**src/ecc_dec_cfg.svh**
```systemverilog
// Constants of the page decoder: sizes, codes and limits
`ifndef ECC_DEC_CFG_SVH
`define ECC_DEC_CFG_SVH

`define ECC_SECTOR_BYTES   512
`define ECC_SECTORS        4
`define ECC_MAX_ERR        8
`define ECC_LIMIT_BCH4     4'h4
`define ECC_LIMIT_BCH8     4'h8
`define ECC_COUNT_SAT      4'hF
`define ECC_DIR_ENCODE     1'b0
`define ECC_DIR_DECODE     1'b1
`define ECC_CORR_SOFTWARE  1'b0
`define ECC_CORR_AUTO      1'b1
`define ECC_STRENGTH_BCH4  1'b0
`define ECC_STRENGTH_BCH8  1'b1
`define ECC_DS_CLEAN       2'h0
`define ECC_DS_CORRECTABLE 2'h1
`define ECC_DS_UNCORR      2'h2

`endif

```
**src/ecc_dec_pkg.sv**
```systemverilog
// Types shared by the page decoder modules
package ecc_dec_pkg;

    typedef enum logic [2:0] {
        S_IDLE   = 3'b000,
        S_DET_RD = 3'b001,
        S_DET_EV = 3'b010,
        S_COR_RD = 3'b011,
        S_COR_EV = 3'b100,
        S_REPORT = 3'b101,
        S_DONE   = 3'b110
    } ecc_state_t;

    typedef logic [1:0] sector_state_t;

endpackage

```
**src/byte_check_if.sv**
```systemverilog
// Carrier between the sequencer and the byte checker
`timescale 1ns/1ps
`default_nettype none
interface byte_check_if;
    logic [7:0] data;
    logic [7:0] check;
    logic       strength;
    logic       clear;
    logic       valid;
    logic [7:0] mask;
    logic [3:0] count;
    logic       uncorrectable;

    modport seq  (output data, check, strength, clear, valid,
                  input  mask, count, uncorrectable);
    modport unit (input  data, check, strength, clear, valid,
                  output mask, count, uncorrectable);
endinterface
`default_nettype wire

```
**src/nand_page_ecc_decoder.sv**
```systemverilog
// Page codec sequencer: detect, correct and report sector by sector
`timescale 1ns/1ps
`default_nettype none
`include "ecc_dec_cfg.svh"
module nand_page_ecc_decoder
    import ecc_dec_pkg::*;
#(
    parameter int SECTORS      = `ECC_SECTORS,
    parameter int SECTOR_BYTES = `ECC_SECTOR_BYTES,
    parameter int MAX_ERR      = `ECC_MAX_ERR,
    localparam int BW          = $clog2(SECTOR_BYTES),
    localparam int SW          = (SECTORS > 1) ? $clog2(SECTORS) : 1,
    localparam int PW          = BW + 3,
    localparam int EW          = $clog2(MAX_ERR + 1),
    localparam int IW          = (MAX_ERR > 1) ? $clog2(MAX_ERR) : 1
) (
    input  wire logic                   REF_CLK,
    input  wire logic                   RST,
    input  wire logic                   START,
    input  wire logic                   CODEC_DIR,
    input  wire logic                   CODE_STRENGTH,
    input  wire logic                   CORR_SELECT,
    output logic                        DET_RD_EN,
    output logic [SW+BW-1:0]            DET_RD_ADDR,
    input  wire logic [7:0]             DET_RD_DATA,
    input  wire logic [7:0]             DET_RD_CHECK,
    output logic                        OUT_WR_EN,
    output logic [SW+BW-1:0]            OUT_WR_ADDR,
    output logic [7:0]                  OUT_WR_DATA,
    output logic [7:0]                  OUT_WR_CHECK,
    input  wire logic [SW-1:0]          POS_SECTOR,
    input  wire logic [IW-1:0]          POS_INDEX,
    output logic [PW-1:0]               POS_DATA,
    output logic [EW-1:0]               POS_COUNT,
    output logic [2*SECTORS-1:0]        DECODE_STATE,
    output logic [SECTORS-1:0]          ERR_STATUS,
    output logic                        UNCORR_IRQ,
    output logic                        BUSY,
    output logic                        PAGE_DONE
);

    byte_check_if chk ();

    ecc_state_t          state_q;
    logic [SW-1:0]       sector_q;
    logic [BW-1:0]       byte_q;
    logic                dir_q;
    logic                strength_q;
    logic                corr_q;
    logic [EW-1:0]       nerr_q [SECTORS];
    logic [PW-1:0]       pos_q [SECTORS][MAX_ERR];
    sector_state_t       dstate_q [SECTORS];
    logic [SECTORS-1:0]  status_q;
    logic                wr_en_q;
    logic [SW+BW-1:0]    wr_addr_q;
    logic [7:0]          wr_data_q;
    logic [7:0]          wr_check_q;
    logic                irq_q;
    logic                done_q;
    logic [PW-1:0]       pos_data_q;
    logic [EW-1:0]       pos_count_q;
    logic                last_byte;
    logic                last_sector;
    logic                needs_fix;

    byte_checker u_checker (
        .clk (REF_CLK),
        .rst (RST),
        .chk (chk)
    );

    assign last_byte   = (byte_q == BW'(SECTOR_BYTES - 1));
    assign last_sector = (sector_q == SW'(SECTORS - 1));
    // Correction needs errors, a correctable count and the automatic mode
    assign needs_fix   = (chk.count != 4'h0) && !chk.uncorrectable
                         && (corr_q == `ECC_CORR_AUTO);

    assign chk.data     = DET_RD_DATA;
    assign chk.check    = DET_RD_CHECK;
    assign chk.strength = strength_q;
    assign chk.valid    = (state_q == S_DET_EV) && (dir_q == `ECC_DIR_DECODE);
    assign chk.clear    = (state_q == S_IDLE) || (state_q == S_REPORT);

    // Buffer fetch for both passes over the sector
    assign DET_RD_EN   = (state_q == S_DET_RD) || (state_q == S_COR_RD);
    assign DET_RD_ADDR = {sector_q, byte_q};

    always_ff @(posedge REF_CLK or posedge RST) begin
        if (RST) begin
            state_q    <= S_IDLE;
            sector_q   <= '0;
            byte_q     <= '0;
            dir_q      <= `ECC_DIR_ENCODE;
            strength_q <= `ECC_STRENGTH_BCH4;
            corr_q     <= `ECC_CORR_SOFTWARE;
        end else begin
            unique case (state_q)
                S_IDLE: begin
                    if (START) begin
                        dir_q      <= CODEC_DIR;
                        strength_q <= CODE_STRENGTH;
                        corr_q     <= CORR_SELECT;
                        sector_q   <= '0;
                        byte_q     <= '0;
                        state_q    <= S_DET_RD;
                    end
                end
                S_DET_RD: state_q <= S_DET_EV;
                S_DET_EV: begin
                    if (!last_byte) begin
                        byte_q  <= byte_q + BW'(1);
                        state_q <= S_DET_RD;
                    end else if (dir_q == `ECC_DIR_ENCODE) begin
                        byte_q  <= '0;
                        if (last_sector) begin
                            state_q <= S_DONE;
                        end else begin
                            sector_q <= sector_q + SW'(1);
                            state_q  <= S_DET_RD;
                        end
                    end else begin
                        byte_q  <= '0;
                        state_q <= needs_fix ? S_COR_RD : S_REPORT;
                    end
                end
                S_COR_RD: state_q <= S_COR_EV;
                S_COR_EV: begin
                    if (last_byte) begin
                        byte_q  <= '0;
                        state_q <= S_REPORT;
                    end else begin
                        byte_q  <= byte_q + BW'(1);
                        state_q <= S_COR_RD;
                    end
                end
                S_REPORT: begin
                    if (last_sector) begin
                        state_q <= S_DONE;
                    end else begin
                        sector_q <= sector_q + SW'(1);
                        state_q  <= S_DET_RD;
                    end
                end
                S_DONE: state_q <= S_IDLE;
                default: state_q <= S_IDLE;
            endcase
        end
    end

    // Error positions caught during detection, bit address within sector
    always_ff @(posedge REF_CLK or posedge RST) begin
        int n;
        if (RST) begin
            for (int s = 0; s < SECTORS; s++) begin
                nerr_q[s] <= '0;
                for (int e = 0; e < MAX_ERR; e++) begin
                    pos_q[s][e] <= '0;
                end
            end
        end else if (state_q == S_DET_RD && byte_q == '0 && dir_q == `ECC_DIR_DECODE) begin
            nerr_q[sector_q] <= '0;
        end else if (chk.valid) begin
            n = int'(nerr_q[sector_q]);
            for (int b = 0; b < 8; b++) begin
                if (chk.mask[b] && n < MAX_ERR) begin
                    pos_q[sector_q][n] <= {byte_q, 3'(b)};
                    n = n + 1;
                end
            end
            nerr_q[sector_q] <= EW'(n);
        end
    end

    // Per-sector outcome, interrupt pulse
    always_ff @(posedge REF_CLK or posedge RST) begin
        if (RST) begin
            for (int s = 0; s < SECTORS; s++) begin
                dstate_q[s] <= `ECC_DS_CLEAN;
            end
            status_q <= '0;
            irq_q    <= 1'b0;
        end else begin
            irq_q <= 1'b0;
            if (state_q == S_IDLE && START && CODEC_DIR == `ECC_DIR_DECODE) begin
                status_q <= '0;
            end else if (state_q == S_REPORT) begin
                if (chk.uncorrectable) begin
                    dstate_q[sector_q] <= `ECC_DS_UNCORR;
                    irq_q              <= 1'b1;
                end else if (chk.count != 4'h0) begin
                    dstate_q[sector_q] <= `ECC_DS_CORRECTABLE;
                end else begin
                    dstate_q[sector_q] <= `ECC_DS_CLEAN;
                end
                status_q[sector_q] <= (chk.count != 4'h0);
            end
        end
    end

    // Output buffer writes: encoded data, or corrected data in auto mode
    always_ff @(posedge REF_CLK or posedge RST) begin
        if (RST) begin
            wr_en_q    <= 1'b0;
            wr_addr_q  <= '0;
            wr_data_q  <= 8'h00;
            wr_check_q <= 8'h00;
        end else begin
            wr_en_q <= 1'b0;
            if (state_q == S_COR_EV) begin
                wr_en_q    <= 1'b1;
                wr_addr_q  <= {sector_q, byte_q};
                wr_data_q  <= DET_RD_DATA ^ chk.mask;
                wr_check_q <= DET_RD_CHECK;
            end else if (state_q == S_DET_EV && dir_q == `ECC_DIR_ENCODE) begin
                wr_en_q    <= 1'b1;
                wr_addr_q  <= {sector_q, byte_q};
                wr_data_q  <= DET_RD_DATA;
                wr_check_q <= DET_RD_DATA;
            end
        end
    end

    // Software readback of positions, page done pulse
    always_ff @(posedge REF_CLK or posedge RST) begin
        if (RST) begin
            pos_data_q  <= '0;
            pos_count_q <= '0;
            done_q      <= 1'b0;
        end else begin
            pos_data_q  <= pos_q[POS_SECTOR][POS_INDEX];
            pos_count_q <= nerr_q[POS_SECTOR];
            done_q      <= (state_q == S_DONE);
        end
    end

    // Software mode never reaches the correction states
    assign OUT_WR_EN    = wr_en_q;
    assign OUT_WR_ADDR  = wr_addr_q;
    assign OUT_WR_DATA  = wr_data_q;
    assign OUT_WR_CHECK = wr_check_q;
    assign POS_DATA     = pos_data_q;
    assign POS_COUNT    = pos_count_q;
    assign ERR_STATUS   = status_q;
    assign UNCORR_IRQ   = irq_q;
    assign PAGE_DONE    = done_q;
    assign BUSY         = (state_q != S_IDLE);

    generate
        for (genvar g = 0; g < SECTORS; g++) begin : g_ds
            assign DECODE_STATE[2*g +: 2] = dstate_q[g];
        end
    endgenerate

endmodule
`default_nettype wire

```
**src/byte_checker.sv**
```systemverilog
// Per-byte error detector with sector error counter
`timescale 1ns/1ps
`default_nettype none
`include "ecc_dec_cfg.svh"
module byte_checker
    import ecc_dec_pkg::*;
(
    input  wire logic   clk,
    input  wire logic   rst,
    byte_check_if.unit  chk
);

    logic [3:0] count_q;
    logic [3:0] count_d;
    logic [3:0] limit;

    function automatic logic [3:0] popcount8(input logic [7:0] v);
        logic [3:0] s;
        s = 4'h0;
        for (int i = 0; i < 8; i++) begin
            s = s + {3'h0, v[i]};
        end
        return s;
    endfunction

    assign chk.mask  = chk.data ^ chk.check;
    // Count includes the byte under evaluation, so the last byte weighs in the fix decision
    assign chk.count = count_d;
    assign limit     = (chk.strength == `ECC_STRENGTH_BCH8) ? `ECC_LIMIT_BCH8
                                                             : `ECC_LIMIT_BCH4;
    assign chk.uncorrectable = (count_d > limit);

    // Saturating sum keeps a heavily damaged sector uncorrectable
    always_comb begin
        count_d = count_q;
        if (chk.valid) begin
            if ({1'b0, count_q} + {1'b0, popcount8(chk.mask)} > {1'b0, `ECC_COUNT_SAT}) begin
                count_d = `ECC_COUNT_SAT;
            end else begin
                count_d = count_q + popcount8(chk.mask);
            end
        end
    end

    always_ff @(posedge clk or posedge rst) begin
        if (rst) begin
            count_q <= 4'h0;
        end else if (chk.clear) begin
            count_q <= 4'h0;
        end else begin
            count_q <= count_d;
        end
    end

endmodule
`default_nettype wire

```
**config.mk**
```make
export PLATFORM = sky130hd
export DESIGN_NAME = nand_page_ecc_decoder
export DESIGN_NICKNAME = d
export VERILOG_FILES = /design/src/ecc_dec_pkg.sv /design/src/byte_check_if.sv /design/src/nand_page_ecc_decoder.sv /design/src/byte_checker.sv
export VERILOG_INCLUDE_DIRS = /design/src
export SDC_FILE = /design/constraint.sdc
export NUM_CORES = 1
export LEC_CHECK = 0
export BUFFER_PORTS_ARGS = -buffer_cell sky130_fd_sc_hd__buf_2
export CAP_MARGIN = 0
export CORE_UTILIZATION = 30
export CTS_CLUSTER_DIAMETER = 200
export DETAILED_ROUTE_END_ITERATION = 16
export PLACE_DENSITY = 0.47
export SYNTH_ARGS = -nofsm -noshare
export SYNTH_HDL_FRONTEND = slang
export SYNTH_SLANG_ARGS = --single-unit
```
**constraint.sdc**
```tcl
create_clock -name REF_CLK -period 30.8 [get_ports REF_CLK]
set_clock_uncertainty 0.15 [all_clocks]
set_input_delay 1.54 -clock REF_CLK [delete_from_list [all_inputs] [get_ports REF_CLK]]
set_output_delay 1.54 -clock REF_CLK [all_outputs]
set_load 0.1 [all_outputs]
```
==> impl_metrics.csv <==
group,metric,value,unit
min_path,hold_depth,2,
place,dp_cells,3562,
sta,slew_headroom,0.0734,
finish,fillers,8809,
detailed_routing,vias,21000,
detailed_routing,wirelength,96.3,mm
clocking,insertion_delay,0.61,ns
worst_setup_path,cp_num_buf_inv,6,
global_routing,grt_util_all_layers,0.211,
worst_setup_path,crit_fanout,13,
die,die_h,301,um
sta,timing.final.crit_share,0.336,
sta,setup_tns,0,ns
finish,fin_nets,2509,
sta,worstMarginPinSlew,1.38,ns
min_path,hold_class,"reg -> reg",
detailed_routing,first_pass_iters,12,
sta,rsz0062_at_grt,"false",
detailed_routing,wl_per_cell,26.3,um
global_routing,grt_pass1_vias,21200,
die,core,88500,um2
place,hpwl,67.6,mm
detailed_routing,antenna_left,0,
die,fp.dieW,301,um
sta,drv_slew,0,
worst_setup_path,rrSetupSlack,20.70,ns
synth,synth_flop_cell,"dfrtp_1",
global_routing,grt_max_degree,129,
global_routing,grt_antenna_before_repair,2,
synth,yosysTopAreaCell,"dfrtp_1",
synth,synth.cell_area,26900,um2
worst_setup_path,critPathMaxStageDelay,0.71,ns
clocking,cts_setup_buffers,0,
clocking,cts.path.max_buffers,3,
clocking,cts_hold_buf,0,
die,io_pins,98,
clocking,clkSinkCount,471,
place,place.gp.congestion,0.980,
synth,async_flop_share,1.00,
detailed_routing,drt_iter0_markers,1776,
worst_setup_path,startpoint_type,"primary input",
clocking,root_buffer,"clkbuf_16",
clocking,cts_buffers,54,
power,p_per_area,54.0,nW/um2
synth,synth_nets,2481,
worst_setup_path,critPathTopFamily,"simple AND/OR/NAND/NOR gates",
synth,yosysUniqueCellTypes,105,
synth,synth_edf_count,0,
die,initial_core_util,0.304,
synth,synth.area.top_cells,"dfrtp_1 44%, mux4_2 11%, mux2_2 10%, nand2_1 2.9%, o21ai_0 2.9%",
worst_setup_path,end_kind,"register",
clocking,cts.clk_slew.worst_paths,0.06,ns
worst_setup_path,r2r-start,"sector_q[0]$_DFFE_PP0P_",
synth,netlist.area_leader.share,0.439,
global_routing,overflow,0,
die,die_area,90800,um2
sta,clock.fmax,96.7,MHz
job,maxCapViolCount,0,
global_routing,grt_pass1_wl,144,mm
synth,netlist_instances,2425,
worst_setup_path,critPathKind,"in -> reg",
clocking,cts_tree,"done",
worst_setup_path,reg2reg_depth,31,
clocking,cts_resized,0,
sta,fin_crit,10.35,ns
finish,finalNonFillerCells,3658,
synth,synth-seq-cells,471,
synth,ys_seq_area_frac,0.439,
status,status,"complete, but fails checks",
clocking,htree_levels,2,
die,rows,109,
worst_setup_path,cpMostUsedCell,"ha_1",
synth,yosys_warnings,0,
finish,area_growth,12.7,%
worst_setup_path,required,31.16,ns
worst_setup_path,worstPathArrival,10.70,ns
power,p_leak,13.8,nW
sta,setup_violations,0,
power,peakVddDrop,41.4,uV
detailed_routing,via_per_inst,5.74,
place,port_buffers,97,
synth,synth_area_per_cell,11.1,um2
finish,drive_gt1_frac,0.273,
worst_setup_path,r2r_end,"pos_q[375]$_DFFE_PP0P_",
sta,final_hold_viol_count,0,
status,violations,"design-rule violations",
detailed_routing,route.detailed.drc,4,
worst_setup_path,slowest_stage,"xnor2_1",
[logic make-up (layout without fill, tap and decap cells)]
kind of cell | count (synthesis) | count (layout) | synth area share
AOI/OAI and AO/OA | 637 | 637 | 0.163
xor gates and xnor gates | 34 | 34 | 0.0162
adders and majority gates | 29 | 29 | 0.0149
buffers and inverters | 222 | 289 | 0.0336
DFF | 471 | 471 | 0.439
muxes | 413 | 413 | 0.228
other | 0 | 1 | 0
and+or+nand+nor | 619 | 619 | 0.106
[metal layers]
layer	wire, um	vias to the layer above	track usage
met5	27	-	0
met4	3180	4	0.0723
met3	5480	155	0.0298
met2	45500	762	0.342
met1	42100	10900	0.289
li1	-	9143	-
[tightest hold or removal path: cells and delay by family (launching register included)]
kind	cells	cell delay [ns]
compound gates	1	0.06
flops	1	0.34
simple gates	1	0.04
[synthesized netlist by cell type, drive strengths merged, types with 4 or more instances]
cell type	n
dfrtp	471
mux2	275
nand2	211
nor2	186
o21ai	180
mux4	128
a21oi	127
clkbuf	119
buf	52
inv	50
nor3	40
a22o	38
nand3	38
o22ai	38
o22a	34
a31oi	31
and2	25
and3	24
ha	24
nand2b	23
a211oi	22
o21a	20
o2bb2ai	20
or3	18
xnor2	18
a21o	14
o211ai	14
a22oi	13
nand4	11
nor2b	11
o31ai	11
mux2i	10
nor4	10
xor2	10
a32oi	9
or2	9
o221ai	7
a21boi	6
a32o	6
fa	5
xnor3	5
o211a	4
o31a	4
o32a	4
[cells in the final DEF (no fill, tap or decap), types with 18 or more instances in the layout]
cell       synthesis  routed
a211oi_1          20      20
a21oi_1          122     122
a22o_1            38      38
a31oi_1           29      28
and2_1            23      23
and3_1            24      24
buf_2             22      95
buf_4              9      46
clkbuf_16          0      55
dfrtp_1          471     471
ha_1              24      20
inv_1             48      47
mux2_1            19      19
mux2_2           247     247
mux4_2           128     128
nand2_1          211     210
nand2b_1          22      22
nand3_1           38      38
nor2_1           182     181
nor3_1            38      38
o21a_1            20      20
o21ai_0          158     158
o22a_1            34      34
o22ai_1           37      37
o2bb2ai_1         18      18
or3_1             18      18
[sequential cells by signal, indices dropped and copies added (netlist names), named ones only]
signal and flops:
dir_q 1, nerr_q 16, sector_q 2, chk.strength 1, u_checker.count_q 4, PAGE_DONE 1
ERR_STATUS 4, UNCORR_IRQ 1, POS_COUNT 4, OUT_WR_EN 1, OUT_WR_DATA 8, state_q 3
corr_q 1, pos_q 384, byte_q 9, POS_DATA 12, OUT_WR_ADDR 11
[cell type report]
cell class	instances	area [um2]	area share
multi-input cells	1732	14200	0.469
flip-flops and latches	471	11800	0.389
inverters	51	199	0.00657
clock inverters	19	219	0.00723
clock buffers	76	1570	0.0517
well taps	1165	1460	0.0481
repair buffers	143	843	0.0279
diodes	1	2.50	0.0000826
[metrics by stage]
stage                     hold slack (ns)   util  worst slack, ns  power [mW]  instance area [um2]
after CTS                           0.333  0.342            20.58        1.65                30300
after floorplan                     0.293      -            15.97       0.877                26900
after global placement              0.311  0.322            20.22       0.991                28500
final                               0.331  0.342            20.45        1.64                30300
after detailed placement            0.319  0.322            19.93       0.991                28500
after global routing                0.355  0.342            19.87        1.70                30300
[how the worst max path moves through the flow]
stage,from,endpoint,cells past startpoint
finish,DET_RD_CHECK[0],pos_q[375]$_DFFE_PP0P_,30
global route,DET_RD_CHECK[0],pos_q[378]$_DFFE_PP0P_,30
CTS,DET_RD_CHECK[0],pos_q[378]$_DFFE_PP0P_,30
detailed placement,DET_RD_CHECK[0],pos_q[379]$_DFFE_PP0P_,30
global placement,DET_RD_CHECK[0],pos_q[375]$_DFFE_PP0P_,30
floorplan,RST,ERR_STATUS[0]$_DFFE_PP0P_,1
[report_power, final]
group	switching (mW)	internal (mW)
clock	0.275	0.373
sequential	0.00625	0.628
combinational	0.251	0.102
Note: power is estimated with default switching activity, not from simulation.
